### config.mk
export PLATFORM = sky130hd
export DESIGN_NAME = jpd_top
export DESIGN_NICKNAME = d
export VERILOG_FILES = /design/src/rtl/jpd_pkg.sv /design/src/rtl/jpd_fifo.sv /design/src/rtl/jpd_top.sv
export SDC_FILE = /design/constraint.sdc
export NUM_CORES = 1
export LEC_CHECK = 0
export BUFFER_PORTS_ARGS = -buffer_cell sky130_fd_sc_hd__buf_2
export CAP_MARGIN = 10
export CORE_ASPECT_RATIO = 1.75
export CORE_MARGIN = 3
export CORE_UTILIZATION = 46
export DETAILED_ROUTE_END_ITERATION = 8
export PLACE_DENSITY = 0.66
export SYNTH_ARGS = -nofsm -noshare
export SYNTH_HDL_FRONTEND = slang
export SYNTH_SLANG_ARGS = --single-unit
### constraint.sdc
create_clock -name sys_clk_i -period 6 [get_ports sys_clk_i]
set_clock_uncertainty 0.2 [all_clocks]
set_input_delay 0.9 -clock sys_clk_i [delete_from_list [all_inputs] [get_ports sys_clk_i]]
set_output_delay 0.9 -clock sys_clk_i [all_outputs]
set_load 0.01 [all_outputs]
### src/rtl/jpd_pkg.sv
// shared constants and types for the test-port programming data path
package jpd_pkg;
    localparam int IR_W = 4;
    localparam int UNLOCK_W = 16;
    localparam int CMD_W = 15;
    localparam int BYTE_W = 8;
    localparam int ADDR_W = 16;
    localparam int FIFO_DEPTH = 16;
    localparam logic [IR_W-1:0] IR_UNLOCK = 4'h4;
    localparam logic [IR_W-1:0] IR_CMD = 4'h5;
    localparam logic [IR_W-1:0] IR_PLOAD = 4'h6;
    localparam logic [IR_W-1:0] IR_PREAD = 4'h7;
    localparam logic [IR_W-1:0] IR_RESET = 4'hc;
    localparam logic [UNLOCK_W-1:0] UNLOCK_SIG = 16'ha370;
    localparam logic [UNLOCK_W-1:0] UNLOCK_RST = 16'h0000;
    localparam logic [CMD_W-1:0] CMD_RST = 15'h0000;
    localparam logic [ADDR_W-1:0] ADDR_RST = 16'h0000;
    localparam int CLK_NS = 100;
    // page buffer write must land within this many link clocks after update
    localparam int PBUF_LIMIT_TCK = 11;
    localparam int TCK_NS = 800;
    localparam int PBUF_LIMIT_NS = PBUF_LIMIT_TCK * TCK_NS;
    localparam int PBUF_LIMIT_CYC = (PBUF_LIMIT_NS / CLK_NS) > 0 ? (PBUF_LIMIT_NS / CLK_NS) : 1;
    // default reset time-out, counted in system clocks
    localparam int RST_TIMEOUT_CYC = 64;
    localparam int RST_CNT_W = 16;

    typedef struct packed {
        logic capture;
        logic shift;
        logic update;
        logic idle;
    } jpd_tap_t;

    typedef struct packed {
        logic hi;
        logic [ADDR_W-1:0] addr;
        logic [BYTE_W-1:0] data;
    } jpd_pbuf_t;
endpackage

### src/rtl/jpd_fifo.sv
// small flip-flop FIFO with valid/ready on both sides
`timescale 1ns/1ps
module jpd_fifo #(
    parameter int WIDTH = 25,
    parameter int DEPTH = 16
) (
    input wire logic sys_clk_i,
    input wire logic resetn_i,
    input wire logic en_i,
    input wire logic [WIDTH-1:0] in_data_i,
    input wire logic in_valid_i,
    output logic in_ready_o,
    output logic [WIDTH-1:0] out_data_o,
    output logic out_valid_o,
    input wire logic out_ready_i
);
    localparam int AW = $clog2(DEPTH);
    logic [WIDTH-1:0] mem_q [DEPTH];
    logic [AW-1:0] wp_q;
    logic [AW-1:0] rp_q;
    logic [AW:0] cnt_q;
    logic push;
    logic pop;

    assign in_ready_o = (cnt_q != (AW+1)'(DEPTH));
    assign out_valid_o = (cnt_q != '0);
    assign out_data_o = mem_q[rp_q];
    assign push = en_i && in_valid_i && in_ready_o;
    assign pop = en_i && out_valid_o && out_ready_i;

    always_ff @(posedge sys_clk_i) begin
        if (push) begin
            mem_q[wp_q] <= in_data_i;
        end
    end

    always_ff @(posedge sys_clk_i or negedge resetn_i) begin
        if (!resetn_i) begin
            wp_q <= '0;
            rp_q <= '0;
            cnt_q <= '0;
        end else begin
            if (push) begin
                wp_q <= wp_q + 1'b1;
            end
            if (pop) begin
                rp_q <= rp_q + 1'b1;
            end
            cnt_q <= cnt_q + (AW+1)'(push) - (AW+1)'(pop);
        end
    end
endmodule

### src/rtl/jpd_top.sv
// programming data registers behind the test access port, sampled on the system clock
// Contract
// [RL1] page load selects byte alias of command
// [RL2] update copies byte, buffers within 11 clocks
// [RL3] page load alternates low then high
// [RL4] address pre-increments before low, except first
// [RL5] page read captures low then high bytes
// [RL6] address post-increments after every high byte
// [RL7] reset chain one holds device reset
// [RL8] reset persists for time-out after clear
// [RL9] programmer resets device before unlocking
// [RL10] programming enabled only on signature match
// [RL11] unlock register clears on power-on
// [RL12] 15-bit command shifts new, returns result
// [RL13] programmer chip erase command sequence
// [RL14] programmer flash write load sequence
// [RL15] programmer latch, commit and poll sequence
// [RL16] flash read returns low then high
// [RL17] programmer eeprom write sequence
// [RL18] all shift registers move lsb first
// [RL19] idle cycle executes last updated command
// [RL20] 4-bit instruction selects data registers
// [RL21] programmer may skip redundant first word
`timescale 1ns/1ps
module jpd_top (
    input wire logic sys_clk_i,
    input wire logic resetn_i,
    input wire logic clk_en_i,
    input wire logic tck_i,
    input wire logic tdi_i,
    input wire logic [3:0] tap_state_i,
    input wire logic [3:0] ir_i,
    input wire logic [7:0] cmd_result_i,
    input wire logic [7:0] flash_rdata_i,
    output logic tdo_o,
    output logic device_reset_o,
    output logic unlock_instr_o,
    output logic [14:0] cmd_o,
    output logic cmd_exec_o,
    output logic [15:0] flash_addr_o,
    output logic pbuf_we_o,
    output logic pbuf_hi_o,
    output logic [7:0] pbuf_data_o,
    output logic [15:0] pbuf_addr_o
);
    // tap_state_i bits: {capture, shift, update, idle}, decoded by the tap controller
    localparam int W = $bits(jpd_pkg::jpd_pbuf_t);

    logic [2:0] tck_s_q;
    logic [2:0] tdi_s_q;
    logic [3:0] st_s1_q;
    logic [3:0] st_s2_q;
    logic [3:0] st_s3_q;
    logic tck_rise;
    logic tck_fall;
    logic tck_lvl_q;
    jpd_pkg::jpd_tap_t tap;

    logic [jpd_pkg::UNLOCK_W-1:0] unlock_q;
    logic [jpd_pkg::CMD_W-1:0] cmd_sr_q;
    logic [jpd_pkg::CMD_W-1:0] cmd_q;
    logic rst_chain_q;
    logic [jpd_pkg::RST_CNT_W-1:0] rst_cnt_q;
    logic [jpd_pkg::ADDR_W-1:0] addr_q;
    logic pl_hi_q;
    logic pl_first_q;
    logic pr_hi_q;
    logic [jpd_pkg::BYTE_W-1:0] tmp_q;
    logic [3:0] ir_prev_q;
    logic upd_q;
    logic ir_new;
    logic pl_hi_cur;
    logic pl_first_cur;
    logic pr_hi_cur;

    jpd_pkg::jpd_pbuf_t fifo_in;
    jpd_pkg::jpd_pbuf_t fifo_out;
    logic fifo_in_valid_q;
    logic fifo_in_ready;
    logic fifo_out_valid;

    function automatic logic ir_is(input logic [3:0] ir, input logic [3:0] code);
        return ir == code;
    endfunction

    // three-stage sampling; a change counts once stages two and three agree
    always_ff @(posedge sys_clk_i or negedge resetn_i) begin
        if (!resetn_i) begin
            tck_s_q <= '0;
            tdi_s_q <= '0;
            st_s1_q <= '0;
            st_s2_q <= '0;
            st_s3_q <= '0;
            tck_lvl_q <= 1'b0;
        end else if (clk_en_i) begin
            tck_s_q <= {tck_s_q[1:0], tck_i};
            tdi_s_q <= {tdi_s_q[1:0], tdi_i};
            st_s1_q <= tap_state_i;
            st_s2_q <= st_s1_q;
            st_s3_q <= st_s2_q;
            if (tck_s_q[1] == tck_s_q[2]) begin
                tck_lvl_q <= tck_s_q[2];
            end
        end
    end

    assign tck_rise = clk_en_i && (tck_s_q[1] == tck_s_q[2]) && tck_s_q[2] && !tck_lvl_q;
    assign tck_fall = clk_en_i && (tck_s_q[1] == tck_s_q[2]) && !tck_s_q[2] && tck_lvl_q;
    assign tap = jpd_pkg::jpd_tap_t'(st_s3_q);

    // a fresh instruction restarts alternation on its very first link edge,
    // so a capture on that same edge still counts as the first byte
    assign ir_new = (ir_prev_q != ir_i);
    assign pl_hi_cur = pl_hi_q && !ir_new;
    assign pl_first_cur = pl_first_q || ir_new;
    assign pr_hi_cur = pr_hi_q && !ir_new;

    // instruction entry tracking for the alternating byte sequencers
    always_ff @(posedge sys_clk_i or negedge resetn_i) begin
        if (!resetn_i) begin
            ir_prev_q <= '0;
        end else if (tck_rise) begin
            ir_prev_q <= ir_i;
        end
    end

    // unlock signature register, lsb first
    always_ff @(posedge sys_clk_i or negedge resetn_i) begin
        if (!resetn_i) begin
            unlock_q <= jpd_pkg::UNLOCK_RST; // RL11
        end else if (tck_rise && tap.shift && ir_is(ir_i, jpd_pkg::IR_UNLOCK)) begin // RL20
            unlock_q <= {tdi_s_q[2], unlock_q[jpd_pkg::UNLOCK_W-1:1]}; // RL18
        end
    end

    // enable follows the compare only at update, as the register shifts through junk
    always_ff @(posedge sys_clk_i or negedge resetn_i) begin
        if (!resetn_i) begin
            unlock_instr_o <= 1'b0;
        end else if (tck_rise && tap.update && ir_is(ir_i, jpd_pkg::IR_UNLOCK)) begin
            unlock_instr_o <= (unlock_q == jpd_pkg::UNLOCK_SIG); // RL10
        end
    end

    // command shift register; low byte doubles as the page data byte
    always_ff @(posedge sys_clk_i or negedge resetn_i) begin
        if (!resetn_i) begin
            cmd_sr_q <= jpd_pkg::CMD_RST;
        end else if (tck_rise) begin
            if (ir_is(ir_i, jpd_pkg::IR_CMD) && tap.capture) begin
                cmd_sr_q <= {cmd_sr_q[14:8], cmd_result_i}; // RL12
            end else if (ir_is(ir_i, jpd_pkg::IR_CMD) && tap.shift) begin
                cmd_sr_q <= {tdi_s_q[2], cmd_sr_q[14:1]}; // RL12 RL18
            end else if (ir_is(ir_i, jpd_pkg::IR_PREAD) && tap.capture && unlock_instr_o) begin
                cmd_sr_q[7:0] <= flash_rdata_i; // RL5
            end else if ((ir_is(ir_i, jpd_pkg::IR_PLOAD) || ir_is(ir_i, jpd_pkg::IR_PREAD))
                         && tap.shift) begin
                cmd_sr_q[7:0] <= {tdi_s_q[2], cmd_sr_q[7:1]}; // RL1 RL18
            end
        end
    end

    // applied command and its single execute pulse from run-test/idle
    always_ff @(posedge sys_clk_i or negedge resetn_i) begin
        if (!resetn_i) begin
            cmd_o <= jpd_pkg::CMD_RST;
            cmd_exec_o <= 1'b0;
        end else if (clk_en_i) begin
            cmd_exec_o <= 1'b0;
            if (tck_rise && unlock_instr_o && ir_is(ir_i, jpd_pkg::IR_CMD)) begin
                if (tap.update) begin
                    cmd_o <= cmd_sr_q;
                end
                if (tap.idle) begin
                    cmd_exec_o <= 1'b1; // RL19
                end
            end
        end
    end

    // reset chain: registered on the shift sample; device reset follows one system clock later
    always_ff @(posedge sys_clk_i or negedge resetn_i) begin
        if (!resetn_i) begin
            rst_chain_q <= 1'b0;
        end else if (tck_rise && tap.shift && ir_is(ir_i, jpd_pkg::IR_RESET)) begin
            rst_chain_q <= tdi_s_q[2]; // RL7
        end
    end

    always_ff @(posedge sys_clk_i or negedge resetn_i) begin
        if (!resetn_i) begin
            rst_cnt_q <= '0;
            device_reset_o <= 1'b0;
        end else if (clk_en_i) begin
            if (rst_chain_q) begin
                rst_cnt_q <= jpd_pkg::RST_CNT_W'(jpd_pkg::RST_TIMEOUT_CYC); // RL8
                device_reset_o <= 1'b1; // RL7
            end else if (rst_cnt_q != '0) begin
                rst_cnt_q <= rst_cnt_q - 1'b1; // RL8
                device_reset_o <= 1'b1;
            end else begin
                device_reset_o <= 1'b0;
            end
        end
    end

    // word address: set by load-address commands, stepped by page load/read
    always_ff @(posedge sys_clk_i or negedge resetn_i) begin
        if (!resetn_i) begin
            addr_q <= jpd_pkg::ADDR_RST;
            pl_hi_q <= 1'b0;
            pl_first_q <= 1'b1;
            pr_hi_q <= 1'b0;
            upd_q <= 1'b0;
            tmp_q <= '0;
        end else if (clk_en_i) begin
            upd_q <= 1'b0;
            if (ir_new) begin
                pl_hi_q <= 1'b0; // RL3
                pl_first_q <= 1'b1; // RL4
                pr_hi_q <= 1'b0; // RL5
            end
            if (tck_rise && unlock_instr_o) begin
                if (ir_is(ir_i, jpd_pkg::IR_CMD) && tap.update) begin
                    if (cmd_sr_q[14:8] == 7'h07) begin
                        addr_q[15:8] <= cmd_sr_q[7:0];
                    end else if (cmd_sr_q[14:8] == 7'h03) begin
                        addr_q[7:0] <= cmd_sr_q[7:0];
                    end
                end
                if (ir_is(ir_i, jpd_pkg::IR_PLOAD) && tap.update) begin
                    tmp_q <= cmd_sr_q[7:0]; // RL2
                    upd_q <= 1'b1;
                    pl_hi_q <= !pl_hi_cur; // RL3
                    pl_first_q <= 1'b0;
                    if (!pl_hi_cur && !pl_first_cur) begin
                        addr_q <= addr_q + 1'b1; // RL4
                    end
                end
                if (ir_is(ir_i, jpd_pkg::IR_PREAD) && tap.capture) begin
                    pr_hi_q <= !pr_hi_cur; // RL5
                    if (pr_hi_cur) begin
                        addr_q <= addr_q + 1'b1; // RL6
                    end
                end
            end
        end
    end

    // the byte is queued the cycle after update; a full queue stalls nothing on the link,
    // so programmers must pace updates within the 11-clock write window
    always_ff @(posedge sys_clk_i or negedge resetn_i) begin
        if (!resetn_i) begin
            fifo_in_valid_q <= 1'b0;
            fifo_in <= '0;
        end else if (clk_en_i) begin
            if (upd_q) begin
                fifo_in_valid_q <= 1'b1; // RL2
                fifo_in.hi <= !pl_hi_q;
                fifo_in.addr <= addr_q;
                fifo_in.data <= tmp_q;
            end else if (fifo_in_ready) begin
                fifo_in_valid_q <= 1'b0;
            end
        end
    end

    jpd_fifo #(
        .WIDTH(W),
        .DEPTH(jpd_pkg::FIFO_DEPTH)
    ) u_fifo (
        .sys_clk_i(sys_clk_i),
        .resetn_i(resetn_i),
        .en_i(clk_en_i),
        .in_data_i(fifo_in),
        .in_valid_i(fifo_in_valid_q),
        .in_ready_o(fifo_in_ready),
        .out_data_o(fifo_out),
        .out_valid_o(fifo_out_valid),
        .out_ready_i(!device_reset_o)
    );

    // page buffer write port; drains one entry per cycle unless the core is in reset
    always_ff @(posedge sys_clk_i or negedge resetn_i) begin
        if (!resetn_i) begin
            pbuf_we_o <= 1'b0;
            pbuf_hi_o <= 1'b0;
            pbuf_data_o <= '0;
            pbuf_addr_o <= '0;
        end else if (clk_en_i) begin
            pbuf_we_o <= fifo_out_valid && !device_reset_o; // RL2
            pbuf_hi_o <= fifo_out.hi;
            pbuf_data_o <= fifo_out.data;
            pbuf_addr_o <= fifo_out.addr;
        end
    end

    // tdo changes on the falling link edge from the selected register's lsb
    always_ff @(posedge sys_clk_i or negedge resetn_i) begin
        if (!resetn_i) begin
            tdo_o <= 1'b0;
            flash_addr_o <= '0;
        end else if (clk_en_i) begin
            flash_addr_o <= addr_q;
            if (tck_fall) begin
                unique case (ir_i)
                    jpd_pkg::IR_UNLOCK: tdo_o <= unlock_q[0];
                    jpd_pkg::IR_RESET: tdo_o <= rst_chain_q;
                    default: tdo_o <= cmd_sr_q[0]; // RL16 RL18
                endcase
            end
        end
    end
endmodule

==> impl_summary.txt, run 1 <==
----------------------------------------------------
[Synth]
  Count of cell types in the netlist ... 71
  Share of flip-flops with an asynchronous set or reset ... 0.332
  Syn avg cell area ... 18.0 um^2
  Count of yosys warnings during synthesis ... 0
  Count of flip-flops with a built-in enable after synthesis ... 400
  Synthesized net count ... 1368
  Sequential element share of the synthesized area ... 0.715
  Primary FF master, synth ... sky130_fd_sc_hd__edfxtp_1
  Synthesized flop and latch total ... 599
  Synthesized instance count ... 1324
  Summed instance area of the synthesized netlist ... 23800 um^2

[Global routing]
  Via count of the first global-routing pass ... 13.0k
  Met2 track demand over resource in global routing ... 0.363
  Most used routing layer in global routing ... met2
  Met1 Track Usage GR ... 0.239
  Largest net degree at the start of global routing ... 89
  Number of antenna violations at the first check in global routing ... 0
  Met3 capacity usage during global routing ... 0.0241
  Global-route congestion overflow total ... 0
  Wire length of the first global-routing pass ... 80.7 mm
  Total routing usage reported by global routing ... 0.196

[Cells and area]
  Leading cell type in the layout, fill and taps excluded ... sky130_fd_sc_hd__edfxtp_1
  Total inserted antenna cells ... 0
  Footprint of the multi-input gates ... 6430 um^2
  Most used cells in the layout excluding fill and tap cells ... 400 x sky130_fd_sc_hd__edfxtp_1, 195 x sky130_fd_sc_hd__dfrtp_1, 100 x sky130_fd_sc_hd__mux4_2
  Final design instance area without fill ... 26700 um^2
  Fillcell total ... 3968
  Number of nets at the end of the flow ... 1472
  Final standard cell utilization of the core ... 0.525
  Fraction of layout instances using a drive strength above 1 ... 0.292
  Area Overhead vs Synth ... 12.4%
  Sequential standard cell area ... 17000 um^2

[CTS]
  Max Buffers Root-to-Sink ... 3
  H-tree Lvls ... 2
  Num CTS Buffers ... 51
  Post CTS Setup Buffer Count ... 0
  Clock transition at the registers of the reported paths ... 0.07 ns
  Number of gates given a new drive strength after cts ... 0
  CTS root buf ... sky130_fd_sc_hd__clkbuf_16
  Hold buffer count at CTS ... 0
  Skew-Pair Late Insertion Delay ... 0.57 ns
  Clock tree from TritonCTS ... built
  Number of sinks handled by clock tree synthesis ... 599

[Place]
  Standard cell area after detailed placement ... 25100 um^2
  Worst-case setup slack after placement ... 2.10 ns
  Post-DP HPWL ... 33.2 mm
  PortBufs ... 89
  RePlAce Congestion ... 0.856

[Timing]
  Unrepaired setup endpoints after global routing ... no
  Worst-margin pin slew ... 1.11 ns
  Timing-limited maximum frequency ... 306 MHz
  Final worst-path setup slack ... 2.73 ns
  Final setup violation count ... 0
  Setup total negative slack ... 0 ns
  Max transition margin ... 0.256
  Final Max Tran Viols ... 0
  Period Utilization, post-route ... 0.545
  Hold Vio Cnt, Final ... 0
  Final critical-path required period ... 3.27 ns
  Worst-case hold slack ... 0.164 ns

[Critical path]
  Cell with the largest stage delay on the worst path ... sky130_fd_sc_hd__nor3_1
  Crit start category ... input pin
  CP most frequent cell ... sky130_fd_sc_hd__inv_1
  Startpoint-to-endpoint class of the critical path ... in -> reg
  Data arrival time of the critical path ... 3.53 ns
  Endpoint type of the worst setup path ... register
  Critical path peak fanout ... 22
  Largest stage delay on the critical path ... 0.63 ns
  CP Cell Sequence ... buf_2 -> inv_2 -> nor3_1 -> ha_1 -> inv_1 -> ha_1 -> inv_1 -> fa_1 -> inv_1 -> a21oi_1 -> nor2_1 -> nor2_1 -> xnor2_1
  Required time worst endpoint ... 6.26 ns

[Drt]
  DRC violation count after routing ... 0
  Pre-antenna DRT Iters ... 6
  Final antenna-violating net count ... 0
  Vias per cell ... 5.85
  Post-DR wirelength/cell ... 24.5 um
  WL final ... 52.3 mm
  Initial drt markers ... 1017
  Routed via count ... 12.5k

[Run status]
  Status ... complete, no violations

[Floorplan]
  Initial core utilization ... 0.467
  Die extent in y ... 307 um
  I/O pin count ... 90
  Die width ... 178 um
  Std cell rows ... 109
  Total Die Area ... 54600 um^2
  Std-Cell Core Area ... 50900 um^2

[Min path]
  Class of the most critical hold timing path ... in -> async

[Run]
  Total of max-cap violations ... 0

[Power and ir drop]
  IR Drop Worst-Case VDD ... 0.000266 V
  Power density of the placed cells ... 358 nW/um^2
  Reported leakage power ... 10.2 nW

----------------------------------------------------
-- report_power, final --
| part | switching, mW | internal, mW |
|---|---|---|
| clock | 1.44 | 1.81 |
| sequential | 0.317 | 4.56 |
| combinational | 0.750 | 0.694 |
| total | 2.50 | 7.06 |
-- path summary, 6_finish.rpt --
path	end	depth (start not counted)	slack (ns)	start
max in group asynchronous	flash_addr_o[5]$_DFFE_PN0P_	2	4.19	resetn_i
min reg2reg	pl_first_q$_DFFE_PN1P_	2	0.28	pl_first_q$_DFFE_PN1P_
max	u_fifo.cnt_q[4]$_DFF_PN0_	13	2.73	clk_en_i
max reg2reg	u_fifo.cnt_q[4]$_DFF_PN0_	15	2.82	u_fifo.cnt_q[2]$_DFF_PN0_
min in group sys_clk_i	pl_first_q$_DFFE_PN1P_	2	0.28	pl_first_q$_DFFE_PN1P_
min	unlock_q[10]$_DFFE_PN0P_	1	0.16	resetn_i
-- synth_stat cells (13+ instances only) --
cell type                  number  area, um^2
sky130_fd_sc_hd__nand2_1       46         173
sky130_fd_sc_hd__xor2_1        14         123
sky130_fd_sc_hd__clkbuf_1      28         105
sky130_fd_sc_hd__mux2i_1       34         340
sky130_fd_sc_hd__a21oi_1       19        95.1
sky130_fd_sc_hd__nor3_1        13        65.1
sky130_fd_sc_hd__dfrtp_1      198        4950
sky130_fd_sc_hd__o31ai_1       20         150
sky130_fd_sc_hd__buf_2         24         120
sky130_fd_sc_hd__mux4_2       100        2250
sky130_fd_sc_hd__ha_1          14         175
sky130_fd_sc_hd__nor2_1        56         210
sky130_fd_sc_hd__edfxtp_1     400       12000
sky130_fd_sc_hd__o21ai_0       23         115
sky130_fd_sc_hd__a222oi_1      25         250
sky130_fd_sc_hd__nand3_1       18        90.1
sky130_fd_sc_hd__inv_1         21        78.8
sky130_fd_sc_hd__mux2_2        99        1110
-- state kept, by name (all words and copies together) (netlist names), 3 cells and up --
register and count:
tmp_q 8, cmd_o 15, unlock_q 16, rst_cnt_q 16, st_s1_q 4, u_fifo.rp_q 4
cmd_sr_q 15, ir_prev_q 4, tdi_s_q 3, u_fifo.wp_q 4, tck_s_q 3, st_s2_q 4
st_s3_q 4, u_fifo.mem_q 400, pbuf_addr_o 16, addr_q 16, fifo_in 25, pbuf_data_o 8
u_fifo.cnt_q 5, flash_addr_o 16
-- critical path, delay by kind of cell --
kind / cells / cell delay [ns]
adders and majority gates: 3 / 0.93
and+or+nand+nor: 3 / 0.78
buffers and inverters: 5 / 0.75
xor gates and xnor gates: 1 / 0.11
AOI/OAI and AO/OA: 1 / 0.06
-- stage by stage --
step / power, mW / instances
finish: 9.56 / 2137
global placement: 6.42 / 2041
global route: 9.96 / 2137
CTS: 9.67 / 2137
detailed placement: 6.44 / 2041
floorplan: 5.94 / 1324
-- cell families after synthesis --
kind of cell               count (synthesis)  synth area share
muxes                                    240             0.159
and+or+nand+nor                          205            0.0457
adders and majority gates                 15           0.00821
xor gates and xnor gates                  22           0.00811
DFF                                      599             0.715
AOI/OAI and AO/OA                        150            0.0470
buffers and inverters                     93            0.0169
-- final cells by class --
type	count	area share
Clock inverter	15	0.00454
Multi-Input combinational cell	632	0.241
Timing Repair Buffer	121	0.0265
Inverter	23	0.00323
Tap cell	666	0.0312
Sequential cell	599	0.636
Clock buffer	81	0.0575
-- layer usage --
metal / vias to the layer above / part of all wire
met3: 81 / 0.043
met4: 0 / 0.023
met1: 6600 / 0.38
li1: 5460 / -
met2: 367 / 0.56
met5: - / 0
Note: power is estimated with default switching activity, not from simulation.
==> inputs of run 2 (changes only) <==
- PLACE_DENSITY: 0.66 -> 0.69
- clock period: 6 -> 2.9 ns (I/O delays scaled with it)
==> impl_summary.txt, run 2 (synthesis gave the netlist of run 1 again) <==
----------------------------------------------------
[Run status]
  Status ... complete, no violations

[Timing]
  Worst-margin pin slew ... 0.928 ns
  Final critical-path required period ... 2.87 ns
  Timing-limited maximum frequency ... 348 MHz
  Unrepaired setup endpoints after global routing ... yes
  Final worst-path setup slack ... 0.0278 ns
  Final Max Tran Viols ... 0
  Period Utilization, post-route ... 0.990
  Max transition margin ... 0.377
  Hold Vio Cnt, Final ... 0
  Final setup violation count ... 0
  Setup total negative slack ... 0 ns

[Floorplan]
  Die width ... 178 um
  Die extent in y ... 307 um
  Initial core utilization ... 0.467
  Std cell rows ... 109
  Total Die Area ... 54600 um^2
  Std-Cell Core Area ... 50900 um^2
  I/O pin count ... 90

[Place]
  Standard cell area after detailed placement ... 25500 um^2
  Worst-case setup slack after placement ... -0.0352 ns
  Post-DP HPWL ... 34.6 mm
  PortBufs ... 89
  Post-Place Cells ... 2078
  RePlAce Congestion ... 0.856

[Cells and area]
  Register with the highest flop count ... u_fifo.mem_q
  Max reg flops ... 400
  Fillcell total ... 3987
  Final design instance area without fill ... 27300 um^2
  Number of standard cells in the layout, taps in and fillers out ... 2188
  Final standard cell utilization of the core ... 0.537
  Area Overhead vs Synth ... 14.8%
  Fraction of layout instances using a drive strength above 1 ... 0.309
  Sequential standard cell area ... 17000 um^2
  Number of nets at the end of the flow ... 1525
  Footprint of the multi-input gates ... 6460 um^2
  Largest registers in the final layout ... u_fifo.mem_q (400), fifo_in (25)
  Leading cell type in the layout, fill and taps excluded ... sky130_fd_sc_hd__edfxtp_1
  Most used cells in the layout excluding fill and tap cells ... 400 x sky130_fd_sc_hd__edfxtp_1, 195 x sky130_fd_sc_hd__dfrtp_1, 100 x sky130_fd_sc_hd__mux4_2
  Total inserted antenna cells ... 0

[Drt]
  WL final ... 51.1 mm
  Initial drt markers ... 843
  Routed via count ... 12.6k
  DRC violation count after routing ... 0
  Pre-antenna DRT Iters ... 7
  Post-DR wirelength/cell ... 23.4 um
  Vias per cell ... 5.78
  Final antenna-violating net count ... 0

[CTS]
  H-tree Lvls ... 2
  Skew-Pair Late Insertion Delay ... 0.57 ns
  Max Buffers Root-to-Sink ... 3
  Num CTS Buffers ... 50
  Clock transition at the registers of the reported paths ... 0.07 ns
  CTS root buf ... sky130_fd_sc_hd__clkbuf_16
  Clock tree from TritonCTS ... built
  Number of sinks handled by clock tree synthesis ... 599

[Power and ir drop]
  IR Drop Worst-Case VDD ... 0.000529 V
  Reported leakage power ... 10.4 nW
  Power density of the placed cells ... 729 nW/um^2

[Global routing]
  Via count of the first global-routing pass ... 13.4k
  Wire length of the first global-routing pass ... 79.8 mm
  Total routing usage reported by global routing ... 0.191
  Global-route congestion overflow total ... 0
  Number of antenna violations at the first check in global routing ... 0
  Largest net degree at the start of global routing ... 83

[Critical path]
  Data arrival time of the critical path ... 3.12 ns
  Required time worst endpoint ... 3.15 ns
  Crit start category ... register
  Critical path peak fanout ... 2
  Startpoint-to-endpoint class of the critical path ... reg -> reg
  Endpoint type of the worst setup path ... register

[Min path]
  Class of the most critical hold timing path ... in -> reg

[Run]
  Total of max-cap violations ... 0

----------------------------------------------------
==> run 2: cell count changes in the layout (fill, tap and decap cells not counted), moves of 2 or more <==
cell,before,now
sky130_fd_sc_hd__clkbuf_16,53,51
sky130_fd_sc_hd__nor3_2,4,0
sky130_fd_sc_hd__bufinv_16,1,3
sky130_fd_sc_hd__clkinv_1,1,8
sky130_fd_sc_hd__buf_4,31,58
sky130_fd_sc_hd__clkinvlp_4,3,7
sky130_fd_sc_hd__dlygate4sd3_1,0,12
sky130_fd_sc_hd__nor3_4,0,4
sky130_fd_sc_hd__buf_12,1,16
sky130_fd_sc_hd__clkbuf_8,10,3
sky130_fd_sc_hd__clkbuf_1,17,10
==> run 2: critical path, cell delays in order, from the launching register on <==
cell                      delay, ns
sky130_fd_sc_hd__dfrtp_1       0.40
sky130_fd_sc_hd__inv_1         0.08
sky130_fd_sc_hd__ha_1          0.13
sky130_fd_sc_hd__or3b_2        0.45
sky130_fd_sc_hd__nor2_1        0.10
sky130_fd_sc_hd__nor3_1        0.07
sky130_fd_sc_hd__ha_1          0.30
sky130_fd_sc_hd__inv_1         0.06
sky130_fd_sc_hd__ha_1          0.16
sky130_fd_sc_hd__inv_1         0.07
sky130_fd_sc_hd__fa_2          0.37
sky130_fd_sc_hd__inv_1         0.06
sky130_fd_sc_hd__a21oi_1       0.06
sky130_fd_sc_hd__nor2_1        0.08
sky130_fd_sc_hd__nor2_1        0.05
sky130_fd_sc_hd__xnor2_1       0.11
==> run 2: area by class of cell <==
| cell class | instances | share of cell area |
|---|---|---|
| inverter | 23 | 0.00316 |
| timing repair buffer | 175 | 0.0488 |
| clock buffer | 64 | 0.0496 |
| multi-input combinational | 632 | 0.237 |
| clock inverter | 29 | 0.00862 |
| tap | 666 | 0.0305 |
| sequential | 599 | 0.623 |
==> run 2: what timing repair did <==
item / 4_1_cts / 5_1_grt
setup endpoints to repair: 1 / 44
pin swaps: 0 / 2
resized for setup: 1 / 2
setup buffers: 0 / 5
hold buffers: 12 / 0
hold endpoints to repair: 87 / 0
==> run 2: worst paths after layout <==
path                                           start                    endpoint  slack [ns]  cells after the start
max in group asynchronous                   resetn_i  pbuf_addr_o[2]$_DFFE_PN0P_        1.49                      3
min in group asynchronous                   resetn_i     unlock_q[8]$_DFFE_PN0P_        0.25                      2
setup reg to reg           u_fifo.cnt_q[2]$_DFF_PN0_   u_fifo.cnt_q[4]$_DFF_PN0_        0.03                     15
setup / recovery           u_fifo.cnt_q[2]$_DFF_PN0_   u_fifo.cnt_q[4]$_DFF_PN0_        0.03                     15
hold reg to reg               pl_first_q$_DFFE_PN1P_      pl_first_q$_DFFE_PN1P_        0.29                      2
hold / removal                       cmd_result_i[1]     cmd_sr_q[1]$_DFFE_PN0P_        0.09                      4
==> run 2: per-layer routing <==
layer,up-vias,share of wire,GRT usage
met2,367,0.56,0.354
met5,-,0,0
met4,0,0.035,0.0664
met3,106,0.042,0.0241
met1,6602,0.37,0.228
li1,5573,-,-
==> run 2: power by group <==
| part | switching (mW) | leakage, nW | internal (mW) | total [mW] |
|---|---|---|---|---|
| sequential | 0.680 | 6.42 | 9.43 | 10.1 |
| combinational | 1.59 | 3.22 | 1.66 | 3.24 |
| clock | 2.96 | 0.758 | 3.59 | 6.54 |
==> run 2: metrics by stage <==
| stage | power (mW) | hold WS (ns) |
|---|---|---|
| floorplan | 12.3 | -0.0606 |
| global placement | 13.5 | 0.266 |
| finish | 19.9 | 0.0918 |
| detailed placement | 13.6 | 0.279 |
| CTS | 20.2 | 0.0643 |
| global route | 20.8 | 0.0959 |
